File: src/include/wscm_defs.svh
// register numbers, command codes and field constants of the weighing status/command map
`ifndef WSCM_DEFS_SVH
`define WSCM_DEFS_SVH

// ----------------------------------------
// register numbers
// ----------------------------------------
`define WSCM_REG_AOUT 16'h0000
`define WSCM_REG_DIN 16'h0001
`define WSCM_REG_DOUT 16'h0002
`define WSCM_REG_LEVEL 16'h0003
`define WSCM_REG_SETPT 16'h0004
`define WSCM_REG_AIN 16'h0005
`define WSCM_REG_CMD 16'h0006
`define WSCM_REG_CMD_ERR 16'h0007
`define WSCM_REG_CLK_FIRST 16'h0008
`define WSCM_REG_CLK_LAST 16'h000D
`define WSCM_REG_TARE 16'h000E
`define WSCM_REG_VAL_LAST 16'h0016
`define WSCM_REG_FLT_FIRST 16'h0020
`define WSCM_REG_FLT_LAST 16'h0027

// ----------------------------------------
// widths and field layout
// ----------------------------------------
`define WSCM_WORD_W 16
`define WSCM_EXC_W 8
`define WSCM_NUM_IO 4
`define WSCM_MEM_AW 4
`define WSCM_MEM_DEPTH 16
`define WSCM_CLK_FIELD_W 8
`define WSCM_SCAN_LAST 4'h8
`define WSCM_SCAN_LVL_FIRST 4'h1
`define WSCM_SCAN_LVL_LAST 4'h4
`define WSCM_SCAN_SP_FIRST 4'h5
`define WSCM_FLT_BIAS 8'h7F

// ----------------------------------------
// command codes
// ----------------------------------------
`define WSCM_CMD_NONE 16'h0000
`define WSCM_CMD_START 16'h0001
`define WSCM_CMD_REMOTE_ON 16'h0002
`define WSCM_CMD_REMOTE_OFF 16'h0003
`define WSCM_CMD_TARE 16'h000A
`define WSCM_CMD_ZERO 16'h000B
`define WSCM_CMD_GROSS 16'h000C
`define WSCM_CMD_NET 16'h000D
`define WSCM_CMD_SHOW_WEIGHT 16'h000E
`define WSCM_CMD_SHOW_FLOW 16'h000F
`define WSCM_CMD_PRINT 16'h0010
`define WSCM_CMD_ACC_CLEAR 16'h0011
`define WSCM_CMD_ACC_PRINT 16'h0012
`define WSCM_CMD_SP_FIRST 16'h0064
`define WSCM_CMD_SP_LAST 16'h006B
`define WSCM_CMD_SP_ALL_ON 16'h0084
`define WSCM_CMD_SP_ALL_OFF 16'h0085

// ----------------------------------------
// exception and command error codes
// ----------------------------------------
`define WSCM_EXC_NONE 8'h00
`define WSCM_EXC_ADDR 8'h02
`define WSCM_EXC_VALUE 8'h03
`define WSCM_CERR_NONE 16'h0000
`define WSCM_CERR_UNKNOWN 16'h0001
`define WSCM_CERR_NOT_WAITING 16'h0002
`define WSCM_CERR_NOT_STARTED 16'h0003

`endif

File: src/include/wscm_pkg.sv
// types shared by the weighing status/command map
package wscm_pkg;
    typedef enum logic [1:0] {
        WSCM_ST_WAIT = 2'b01,
        WSCM_ST_RUN = 2'b10
    } wscm_state_type;
    typedef logic [15:0] wscm_word_type;
endpackage

File: src/include/wscm_mem_if.sv
// link between the register map and its value memory
`timescale 1ns/1ns
`include "wscm_defs.svh"
interface wscm_mem_if;
    logic wr_en;
    logic [`WSCM_MEM_AW-1:0] wr_addr;
    wscm_pkg::wscm_word_type wr_data;
    logic [`WSCM_MEM_AW-1:0] a_addr;
    wscm_pkg::wscm_word_type a_data;
    logic [`WSCM_MEM_AW-1:0] b_addr;
    wscm_pkg::wscm_word_type b_data;
    modport ctrl(output wr_en, wr_addr, wr_data, a_addr, b_addr, input a_data, b_data);
    modport mem(input wr_en, wr_addr, wr_data, a_addr, b_addr, output a_data, b_data);
endinterface

File: src/verilog/wscm_value_mem.sv
// value memory: preset tare, levels and setpoints, one write and two registered reads
`timescale 1ns/1ns
`include "wscm_defs.svh"
module wscm_value_mem (
    // clock and reset
    input wire logic clk,
    input wire logic srst,
    // access
    wscm_mem_if.mem mem_bus
);
    wscm_pkg::wscm_word_type store_reg [`WSCM_MEM_DEPTH];
    wscm_pkg::wscm_word_type a_data_reg;
    wscm_pkg::wscm_word_type b_data_reg;

    // cleared on reset so a read before any write is defined
    always_ff @(posedge clk) begin
        for (int i = 0; i < `WSCM_MEM_DEPTH; i++) begin
            if (srst) begin
                store_reg[i] <= '0;
            end else if (mem_bus.wr_en && mem_bus.wr_addr == `WSCM_MEM_AW'(i)) begin
                store_reg[i] <= mem_bus.wr_data;
            end
        end
    end

    always_ff @(posedge clk) begin
        a_data_reg <= store_reg[mem_bus.a_addr];
        b_data_reg <= store_reg[mem_bus.b_addr];
    end

    assign mem_bus.a_data = a_data_reg;
    assign mem_bus.b_data = b_data_reg;
endmodule

File: src/verilog/wscm_command_map.sv
// remote register map of the weighing instrument: status words, command register, values
//
// Functional notes
// digital input status word reports inputs 1-4 in bits 0-3
// digital output status word reports outputs 1-4 in bits 0-3
// level status bit n set while weight is above level n+1
// setpoint status: even bit active, next odd bit cycle done, bits 0-7
// command register always reads back as zero
// nonzero command code triggers one action, code zero does nothing
// disallowed command answers exception 03, cause in command error register
// code 1 starts instrument, valid only while waiting for start
// code 2 enters remote and locks keys, code 3 leaves it
// codes 10-13: auto tare, zero gross, gross mode, net mode
// code 14 shows weight, code 15 shows flow rate
// code 16 prints weight, 17 clears accumulated, 18 prints accumulated
// codes 100-107 switch single setpoints on (even) or off (odd), 132/133 all four
// analog input register gives volts with three decimals, about +-11 V
// analog output register gives the value sent, three decimals
// preset tare register is written and read back
// four level registers are read/write and act as supervision thresholds
// clock registers return the instrument time and date
// four setpoint registers are read/write and feed the setpoint function
// status word read as float returns sum of set bit weights
// unsupported register number answers exception 02
// all values travel as 16-bit holding registers
// undefined status bits read as zero
`timescale 1ns/1ns
`include "wscm_defs.svh"
module wscm_command_map (
    // clock and reset
    input wire logic CLK,
    input wire logic SRST,
    // register access
    input wire logic REQ,
    input wire logic WR,
    input wire logic [15:0] ADDR,
    input wire logic [15:0] WDATA,
    output logic ACK,
    output logic [15:0] RDATA,
    output logic [7:0] EXC_CODE,
    // instrument state in
    input wire logic [3:0] DIG_IN,
    input wire logic [3:0] DIG_OUT,
    input wire logic [15:0] WEIGHT,
    input wire logic [3:0] SP_DONE,
    input wire logic [15:0] ANALOG_IN_MV,
    input wire logic [15:0] ANALOG_OUT_MV,
    input wire logic [47:0] CLOCK_TIME,
    // modes out
    output logic RUNNING,
    output logic REMOTE_MODE,
    output logic KEYS_ENABLE,
    output logic NET_MODE,
    output logic FLOW_DISPLAY,
    output logic [3:0] SP_ACTIVE,
    // action pulses out
    output logic TARE_PULSE,
    output logic ZERO_PULSE,
    output logic PRINT_PULSE,
    output logic ACC_CLEAR_PULSE,
    output logic ACC_PRINT_PULSE,
    // stored values out
    output logic [15:0] PRESET_TARE,
    output logic [63:0] SETPOINT_VALUES
);
    // ----------------------------------------
    // functions
    // ----------------------------------------
    function automatic logic is_value_reg(input logic [15:0] a);
        is_value_reg = (a >= `WSCM_REG_TARE) && (a <= `WSCM_REG_VAL_LAST);
    endfunction

    function automatic logic is_clock_reg(input logic [15:0] a);
        is_clock_reg = (a >= `WSCM_REG_CLK_FIRST) && (a <= `WSCM_REG_CLK_LAST);
    endfunction

    function automatic logic is_float_reg(input logic [15:0] a);
        is_float_reg = (a >= `WSCM_REG_FLT_FIRST) && (a <= `WSCM_REG_FLT_LAST);
    endfunction

    // upper word of the single-precision form of a byte; lower word is always zero
    function automatic logic [15:0] float_hi(input logic [7:0] n);
        logic [2:0] msb;
        logic [7:0] norm;
        msb = 3'h0;
        for (int i = 0; i < 8; i++) begin
            if (n[i]) begin
                msb = 3'(i);
            end
        end
        norm = n << (3'h7 - msb);
        if (n == 8'h00) begin
            float_hi = 16'h0000;
        end else begin
            float_hi = {1'b0, `WSCM_FLT_BIAS + {5'h00, msb}, norm[6:0]};
        end
    endfunction

    // ----------------------------------------
    // state
    // ----------------------------------------
    wscm_pkg::wscm_state_type state_reg;
    wscm_pkg::wscm_state_type state_next;
    logic remote_reg;
    logic net_mode_reg;
    logic flow_disp_reg;
    logic [3:0] sp_active_reg;
    logic [3:0] sp_active_next;
    logic [3:0] level_flags_reg;
    wscm_pkg::wscm_word_type cmd_err_reg;
    logic tare_reg;
    logic zero_reg;
    logic print_reg;
    logic acc_clear_reg;
    logic acc_print_reg;
    logic s1_valid_reg;
    logic s1_mem_reg;
    wscm_pkg::wscm_word_type s1_direct_reg;
    logic [7:0] s1_exc_reg;
    logic ack_reg;
    wscm_pkg::wscm_word_type rdata_reg;
    logic [7:0] exc_reg;
    logic [3:0] scan_idx_reg;
    logic [3:0] scan_idx_d_reg;
    logic scan_valid_reg;
    wscm_pkg::wscm_word_type tare_val_reg;
    logic [63:0] sp_val_reg;

    wscm_mem_if mem_link();

    wscm_value_mem u_value_mem (
        .clk(CLK),
        .srst(SRST),
        .mem_bus(mem_link.mem)
    );

    // ----------------------------------------
    // request decode
    // ----------------------------------------
    wire req_rd = REQ && !WR;
    wire req_wr = REQ && WR;
    wire addr_val = is_value_reg(ADDR);
    wire addr_clk = is_clock_reg(ADDR);
    wire addr_flt = is_float_reg(ADDR);
    wire addr_cmd = (ADDR == `WSCM_REG_CMD);
    wire addr_status = (ADDR >= `WSCM_REG_DIN) && (ADDR <= `WSCM_REG_SETPT);
    wire addr_plain = (ADDR == `WSCM_REG_AOUT) || (ADDR == `WSCM_REG_AIN)
        || (ADDR == `WSCM_REG_CMD_ERR);
    wire rd_legal = addr_val || addr_clk || addr_flt || addr_cmd || addr_status || addr_plain;
    wire wr_legal = addr_val || addr_cmd;
    wire addr_bad = (req_rd && !rd_legal) || (req_wr && !wr_legal);
    wire [15:0] val_off = ADDR - `WSCM_REG_TARE;
    wire [15:0] clk_off = ADDR - `WSCM_REG_CLK_FIRST;
    wire [15:0] flt_off = ADDR - `WSCM_REG_FLT_FIRST;

    // ----------------------------------------
    // status words
    // ----------------------------------------
    wscm_pkg::wscm_word_type status_words [`WSCM_NUM_IO];
    logic [7:0] sp_status;

    generate
        for (genvar g = 0; g < `WSCM_NUM_IO; g++) begin : g_sp
            assign sp_status[2*g] = sp_active_reg[g];
            assign sp_status[2*g+1] = SP_DONE[g];
        end
    endgenerate

    // upper bits tied low: four sources per word, eight for the setpoint word
    assign status_words[0] = {12'h000, DIG_IN};
    assign status_words[1] = {12'h000, DIG_OUT};
    assign status_words[2] = {12'h000, level_flags_reg};
    assign status_words[3] = {8'h00, sp_status};

    wire [1:0] status_idx = 2'(ADDR - `WSCM_REG_DIN);
    wire [1:0] flt_idx = flt_off[2:1];
    // bit weights summed and shown as float; only the low byte is ever populated
    wire [15:0] flt_word = flt_off[0] ? 16'h0000
        : float_hi(status_words[flt_idx][7:0]);
    wire [15:0] clk_word = {8'h00, CLOCK_TIME[clk_off[2:0]*`WSCM_CLK_FIELD_W +: 8]};

    // ----------------------------------------
    // command decode
    // ----------------------------------------
    wire cmd_hit = req_wr && addr_cmd;
    wire [15:0] code = WDATA;
    wire [15:0] sp_off = code - `WSCM_CMD_SP_FIRST;
    wire code_sp = (code >= `WSCM_CMD_SP_FIRST) && (code <= `WSCM_CMD_SP_LAST);
    wire code_sp_all = (code == `WSCM_CMD_SP_ALL_ON) || (code == `WSCM_CMD_SP_ALL_OFF);
    wire code_basic = (code <= `WSCM_CMD_REMOTE_OFF);
    wire code_scale = (code >= `WSCM_CMD_TARE) && (code <= `WSCM_CMD_ACC_PRINT);
    wire code_known = code_basic || code_scale || code_sp || code_sp_all;
    wire in_wait = (state_reg == wscm_pkg::WSCM_ST_WAIT);
    wire start_bad = (code == `WSCM_CMD_START) && !in_wait;
    wire needs_run = (code_scale || code_sp || code_sp_all) && in_wait;
    wire [15:0] cmd_cause = !code_known ? `WSCM_CERR_UNKNOWN
        : start_bad ? `WSCM_CERR_NOT_WAITING
        : needs_run ? `WSCM_CERR_NOT_STARTED
        : `WSCM_CERR_NONE;
    wire cmd_refused = cmd_hit && (cmd_cause != `WSCM_CERR_NONE);
    wire cmd_ok = cmd_hit && !cmd_refused;
    // code zero passes as accepted but matches no action below
    wire do_code_none = (code == `WSCM_CMD_NONE);
    wire do_start = cmd_ok && (code == `WSCM_CMD_START);
    wire do_remote_on = cmd_ok && (code == `WSCM_CMD_REMOTE_ON);
    wire do_remote_off = cmd_ok && (code == `WSCM_CMD_REMOTE_OFF);
    wire do_gross = cmd_ok && (code == `WSCM_CMD_GROSS);
    wire do_net = cmd_ok && (code == `WSCM_CMD_NET);
    wire do_show_w = cmd_ok && (code == `WSCM_CMD_SHOW_WEIGHT);
    wire do_show_f = cmd_ok && (code == `WSCM_CMD_SHOW_FLOW);
    wire do_sp = cmd_ok && (code_sp || code_sp_all);
    wire sp_level = code_sp ? !sp_off[0] : (code == `WSCM_CMD_SP_ALL_ON);

    wire [7:0] exc_next = addr_bad ? `WSCM_EXC_ADDR
        : cmd_refused ? `WSCM_EXC_VALUE
        : `WSCM_EXC_NONE;

    // ----------------------------------------
    // direct read data
    // ----------------------------------------
    wire [15:0] direct_word = !req_rd || addr_bad ? 16'h0000
        : addr_cmd ? 16'h0000
        : addr_status ? status_words[status_idx]
        : addr_flt ? flt_word
        : addr_clk ? clk_word
        : (ADDR == `WSCM_REG_AIN) ? ANALOG_IN_MV
        : (ADDR == `WSCM_REG_AOUT) ? ANALOG_OUT_MV
        : cmd_err_reg;

    // ----------------------------------------
    // value memory access
    // ----------------------------------------
    assign mem_link.wr_en = req_wr && addr_val;
    assign mem_link.wr_addr = val_off[`WSCM_MEM_AW-1:0];
    assign mem_link.wr_data = WDATA;
    assign mem_link.a_addr = val_off[`WSCM_MEM_AW-1:0];
    assign mem_link.b_addr = scan_idx_reg;

    // ----------------------------------------
    // instrument state machine
    // ----------------------------------------
    always_comb begin
        case (state_reg)
            wscm_pkg::WSCM_ST_WAIT: begin
                state_next = do_start ? wscm_pkg::WSCM_ST_RUN : wscm_pkg::WSCM_ST_WAIT;
            end
            wscm_pkg::WSCM_ST_RUN: begin
                state_next = wscm_pkg::WSCM_ST_RUN;
            end
            default: begin
                state_next = wscm_pkg::WSCM_ST_WAIT;
            end
        endcase
    end

    always_ff @(posedge CLK) begin
        if (SRST) begin
            state_reg <= wscm_pkg::WSCM_ST_WAIT;
        end else begin
            state_reg <= state_next;
        end
    end

    // ----------------------------------------
    // command effects
    // ----------------------------------------
    generate
        for (genvar g = 0; g < `WSCM_NUM_IO; g++) begin : g_spnext
            wire hit = code_sp_all || (code_sp && sp_off[2:1] == 2'(g));
            assign sp_active_next[g] = (do_sp && hit) ? sp_level : sp_active_reg[g];
        end
    endgenerate

    always_ff @(posedge CLK) begin
        if (SRST) begin
            remote_reg <= 1'b0;
            net_mode_reg <= 1'b0;
            flow_disp_reg <= 1'b0;
            sp_active_reg <= 4'h0;
        end else begin
            remote_reg <= do_remote_on || (remote_reg && !do_remote_off);
            net_mode_reg <= do_net || (net_mode_reg && !do_gross);
            flow_disp_reg <= do_show_f || (flow_disp_reg && !do_show_w);
            sp_active_reg <= sp_active_next;
        end
    end

    // each accepted tare, zero, print or accumulator code fires one pulse; nothing fires for code zero
    always_ff @(posedge CLK) begin
        if (SRST) begin
            tare_reg <= 1'b0;
            zero_reg <= 1'b0;
            print_reg <= 1'b0;
            acc_clear_reg <= 1'b0;
            acc_print_reg <= 1'b0;
        end else begin
            tare_reg <= cmd_ok && (code == `WSCM_CMD_TARE);
            zero_reg <= cmd_ok && (code == `WSCM_CMD_ZERO);
            print_reg <= cmd_ok && (code == `WSCM_CMD_PRINT);
            acc_clear_reg <= cmd_ok && (code == `WSCM_CMD_ACC_CLEAR);
            acc_print_reg <= cmd_ok && (code == `WSCM_CMD_ACC_PRINT);
        end
    end

    // cause kept until the next command write; a clean command clears it
    always_ff @(posedge CLK) begin
        if (SRST) begin
            cmd_err_reg <= `WSCM_CERR_NONE;
        end else if (cmd_hit && !do_code_none) begin
            cmd_err_reg <= cmd_cause;
        end else if (cmd_hit) begin
            cmd_err_reg <= `WSCM_CERR_NONE;
        end
    end

    // ----------------------------------------
    // answer pipeline
    // ----------------------------------------
    // two stages so memory reads and direct reads answer with the same latency
    always_ff @(posedge CLK) begin
        if (SRST) begin
            s1_valid_reg <= 1'b0;
            s1_mem_reg <= 1'b0;
            s1_direct_reg <= 16'h0000;
            s1_exc_reg <= `WSCM_EXC_NONE;
        end else begin
            s1_valid_reg <= REQ;
            s1_mem_reg <= req_rd && addr_val;
            s1_direct_reg <= direct_word;
            s1_exc_reg <= exc_next;
        end
    end

    always_ff @(posedge CLK) begin
        if (SRST) begin
            ack_reg <= 1'b0;
            rdata_reg <= 16'h0000;
            exc_reg <= `WSCM_EXC_NONE;
        end else begin
            ack_reg <= s1_valid_reg;
            rdata_reg <= s1_mem_reg ? mem_link.a_data : s1_direct_reg;
            exc_reg <= s1_exc_reg;
        end
    end

    // ----------------------------------------
    // value scan
    // ----------------------------------------
    // one entry per cycle: flags and exported values trail a write by up to ten cycles
    always_ff @(posedge CLK) begin
        if (SRST) begin
            scan_idx_reg <= 4'h0;
            scan_idx_d_reg <= 4'h0;
            scan_valid_reg <= 1'b0;
        end else begin
            scan_idx_reg <= (scan_idx_reg == `WSCM_SCAN_LAST) ? 4'h0 : scan_idx_reg + 4'h1;
            scan_idx_d_reg <= scan_idx_reg;
            scan_valid_reg <= 1'b1;
        end
    end

    wire scan_lvl = scan_valid_reg && (scan_idx_d_reg >= `WSCM_SCAN_LVL_FIRST)
        && (scan_idx_d_reg <= `WSCM_SCAN_LVL_LAST);
    wire scan_sp = scan_valid_reg && (scan_idx_d_reg >= `WSCM_SCAN_SP_FIRST);
    wire [3:0] lvl_pos = scan_idx_d_reg - `WSCM_SCAN_LVL_FIRST;
    wire [3:0] sp_pos = scan_idx_d_reg - `WSCM_SCAN_SP_FIRST;
    wire above = $signed(WEIGHT) > $signed(mem_link.b_data);

    always_ff @(posedge CLK) begin
        if (SRST) begin
            level_flags_reg <= 4'h0;
            tare_val_reg <= 16'h0000;
            sp_val_reg <= 64'h0000_0000_0000_0000;
        end else begin
            if (scan_lvl) begin
                level_flags_reg[lvl_pos[1:0]] <= above;
            end
            if (scan_valid_reg && scan_idx_d_reg == 4'h0) begin
                tare_val_reg <= mem_link.b_data;
            end
            if (scan_sp) begin
                sp_val_reg[sp_pos[1:0]*`WSCM_WORD_W +: 16] <= mem_link.b_data;
            end
        end
    end

    // ----------------------------------------
    // outputs
    // ----------------------------------------
    assign ACK = ack_reg;
    assign RDATA = rdata_reg;
    assign EXC_CODE = exc_reg;
    assign RUNNING = (state_reg == wscm_pkg::WSCM_ST_RUN);
    assign REMOTE_MODE = remote_reg;
    assign KEYS_ENABLE = !remote_reg;
    assign NET_MODE = net_mode_reg;
    assign FLOW_DISPLAY = flow_disp_reg;
    assign SP_ACTIVE = sp_active_reg;
    assign TARE_PULSE = tare_reg;
    assign ZERO_PULSE = zero_reg;
    assign PRINT_PULSE = print_reg;
    assign ACC_CLEAR_PULSE = acc_clear_reg;
    assign ACC_PRINT_PULSE = acc_print_reg;
    assign PRESET_TARE = tare_val_reg;
    assign SETPOINT_VALUES = sp_val_reg;
endmodule

File: config.mk
export PLATFORM = sky130hd
export DESIGN_NAME = wscm_command_map
export DESIGN_NICKNAME = d
export VERILOG_FILES = /design/src/include/wscm_pkg.sv /design/src/include/wscm_mem_if.sv /design/src/verilog/wscm_value_mem.sv /design/src/verilog/wscm_command_map.sv
export VERILOG_INCLUDE_DIRS = /design/src /design/src/include
export SDC_FILE = /design/constraint.sdc
export NUM_CORES = 1
export LEC_CHECK = 0
export BUFFER_PORTS_ARGS = -buffer_cell sky130_fd_sc_hd__buf_4
export CAP_MARGIN = 20
export CORE_UTILIZATION = 55
export DETAILED_ROUTE_END_ITERATION = 12
export HOLD_SLACK_MARGIN = 0.08
export PLACE_DENSITY = 0.87
export SLEW_MARGIN = 5
export SYNTH_ARGS = -nofsm -noshare
export SYNTH_HDL_FRONTEND = slang
export SYNTH_SLANG_ARGS = --single-unit
File: constraint.sdc
create_clock -name CLK -period 7.35 [get_ports CLK]
set_input_delay 1.47 -clock CLK [delete_from_list [all_inputs] [get_ports CLK]]
set_output_delay 1.47 -clock CLK [all_outputs]
set_load 0.005 [all_outputs]
==> results.json <==
{
  "synthArstFlopShare_pct": 0,
  "maxCapViolCount": 0,
  "die_height_um": 200,
  "max-clock-path-buffers": 3,
  "hold_start": "s1_valid_reg",
  "dp_hpwl_um": 45000,
  "die_w_um": 200,
  "largest_reg_flops": 256,
  "grt.total_usage_pct": 33.4,
  "crit_path_end_kind": "flip-flop",
  "finalNonFillerCells": 2510,
  "fin_crit_ns": 4.59,
  "netlist_top_cells_count": "edfxtp_1 (256), and2_1 (244), nand2_1 (224), dfxtp_1 (180), mux4_2 (176)",
  "setup_viol": 0,
  "drive_above_1_share_pct": 28.3,
  "yosysTopAreaCell": "edfxtp_1",
  "r2r_cells": 3,
  "worstHoldPathType": "flip-flop to flip-flop",
  "p_per_area_nw_per_um2": 227,
  "finalHoldViolations": 0,
  "root_buffer": "clkbuf_16",
  "ioPinCount": 263,
  "place.gp.congestion": 0.951,
  "peakVddDrop_uv": 195,
  "core_area_um2": 38600,
  "grt_max_degree": 98,
  "post_cts_buffers": 0,
  "place_area_um2": 23800,
  "cts_resized": 0,
  "antenna_found_initial": 6,
  "synth_edf_count": 256,
  "synth_seq_cells": 436,
  "finalCritPeriodShare_pct": 62.4,
  "whs_path_depth": 1,
  "slowest_stage": "ha_1",
  "vias": 16400,
  "synthDistinctLibCells": 77,
  "htree_levels": 2,
  "r2r-start": "mem_link.b_addr[0]",
  "leakagePower_nw": 9.24,
  "synth_ff_type": "edfxtp_1",
  "drtIter0Drc": 2115,
  "cts_hold_buf": 0,
  "overflow": 0,
  "r2r_end": "u_value_mem.mem_bus.b_data[7]",
  "post-route-util_pct": 65.6,
  "rsz0062_at_grt": "no",
  "fin_area_um2": 25300,
  "max_stage_delay_ns": 1.14,
  "rows": 72,
  "status": "completed",
  "synth_cells": 1748,
  "netlist_top_cells_area": "edfxtp_1 (36%), mux4_2 (18%), dfxtp_1 (17%), and2_1 (7.1%), nand2_1 (3.9%)",
  "drt_wl_total_um": 67000,
  "grt_pass1_vias": 16000,
  "path_class": "input pin to flip-flop",
  "cts.sinks": 436,
  "post_drt_wl_per_cell_um": 26.7,
  "dr.pass1.iters": 6,
  "cts_buffers": 44,
  "clock_latency_ns": 0.58,
  "fillers": 2588,
  "cts.clk_slew.worst_paths_ns": 0.06,
  "yosysSeqAreaShare_pct": 52.5,
  "start_util_pct": 55.7,
  "grt_pass1_wl_um": 97000,
  "remaining_drc_errors": 0,
  "synth_area_um2": 21500,
  "worstSetupStartpointType": "input pin",
  "area_delta_synth_final_pct": 17.7,
  "min_to": "ACK",
  "tns_ns": 0,
  "cp_max_fo": 27,
  "synth_warnings": 0,
  "r2r_setup_slack_ns": 4.40,
  "place_inst": 2417,
  "synth_area_per_cell_um2": 12.3,
  "postRouteAntennaNets": 0,
  "final_max_slew_viol_count": 0,
  "yosys.cell_count.top_type": "edfxtp_1",
  "finClkSkew_ns": 0.0224,
  "viasPerCell": 6.53,
  "tightest_slew_ns": 1.20,
  "cts_tree": "yes",
  "fmax_ghz": 0.218,
  "critical_path_required_ns": 7.78,
  "numPortBuffers": 256,
  "crit_chain": "buf_4 -> clkinv_1 -> ha_1 -> nor2b_1 -> nand2_1 -> nor2_1 -> and2_1",
  "synth_top_area_share_pct": 35.8,
  "worstPathArrival_ns": 5.02,
  "die_area_um2": 39900,
  "nets": 2126,
  "relSlewSlack_pct": 19.8
}
==> per-layer routing <==
metal  GRT usage [%]  vias to the layer above  routed length, um
met3            7.95                      278               7980
met1            39.5                     7920              22300
met4            22.8                        2               4670
met2            54.2                     1370              32000
met5               0                        -                  8
li1                -                     6818                  -
==> worst max-delay path: cells and delay by family <==
kind	cells	cell delay [ns]
fa+ha+maj	1	1.14
buf+inv	2	0.58
simple gates	4	1.78
==> cells in the final DEF (no fill, tap or decap), drive strengths merged, types with 5 or more instances in the layout <==
| cell type | n |
|---|---|
| nand3 | 19 |
| buf | 294 |
| or2 | 9 |
| nand2b | 10 |
| clkinv | 18 |
| dfxtp | 180 |
| nor3 | 22 |
| conb | 6 |
| a222oi | 7 |
| mux4 | 176 |
| diode | 5 |
| nor2 | 85 |
| mux2i | 33 |
| inv | 38 |
| ha | 29 |
| nand2 | 224 |
| o21ai | 44 |
| edfxtp | 256 |
| o211ai | 5 |
| nand4 | 5 |
| nor3b | 6 |
| a21oi | 105 |
| a221oi | 5 |
| and2 | 245 |
| nor4 | 6 |
| a21o | 9 |
| or3 | 5 |
| nor2b | 11 |
| clkbuf | 56 |
==> power breakdown <==
group | internal [W] | switching [W]
clock | 0.00127 | 0.000967
sequential | 0.00270 | 0.000116
combinational | 0.000325 | 0.000365
==> cell families (layout without fill, tap and decap cells) <==
family	after synthesis	count (layout)	synth area share, %
other	1	11	0.0174
DFF	436	436	52.5
buffers and inverters	178	412	3.31
adders and majority gates	29	29	1.69
AOI/OAI and AO/OA	222	222	6.36
xor gates and xnor gates	3	3	0.122
muxes	211	211	20.1
and+or+nand+nor	668	668	15.9
==> worst max-delay path by stage <==
stage / start / to / slack (ns) / cells past startpoint
final: ADDR[2] / u_value_mem.store_reg[14][14] / 2.76 / 7
after global routing: ADDR[2] / u_value_mem.store_reg[4][13] / 2.67 / 7
after CTS: ADDR[2] / u_value_mem.store_reg[12][12] / 2.81 / 7
after detailed placement: ADDR[2] / u_value_mem.store_reg[12][4] / 2.31 / 7
after global placement: ADDR[2] / u_value_mem.store_reg[6][11] / 2.32 / 7
after floorplan: ADDR[0] / u_value_mem.store_reg[12][0] / 2.53 / 10
==> cell type report <==
type                            count  area (um2)  area share (%)
Antenna cell                        5        12.5          0.0495
Clock buffer                       56        1170            4.61
Clock inverter                     24         268            1.06
Inverter                           38         143           0.564
Multi-Input combinational cell   1139        9530            37.7
Sequential cell                   436       11300            44.7
Tap cell                          518         648            2.56
Timing Repair Buffer              294        2230            8.83
==> stage by stage <==
step                      power [W]  setup WS [ns]  hold WS [ns]
after floorplan             0.00323           2.53         0.414
after global placement      0.00350           2.32         0.416
after detailed placement    0.00353           2.31         0.425
after CTS                   0.00573           2.81         0.439
after global routing        0.00588           2.67         0.464
final                       0.00575           2.76         0.436
No activity file was read; power rests on OpenSTA's default activity.
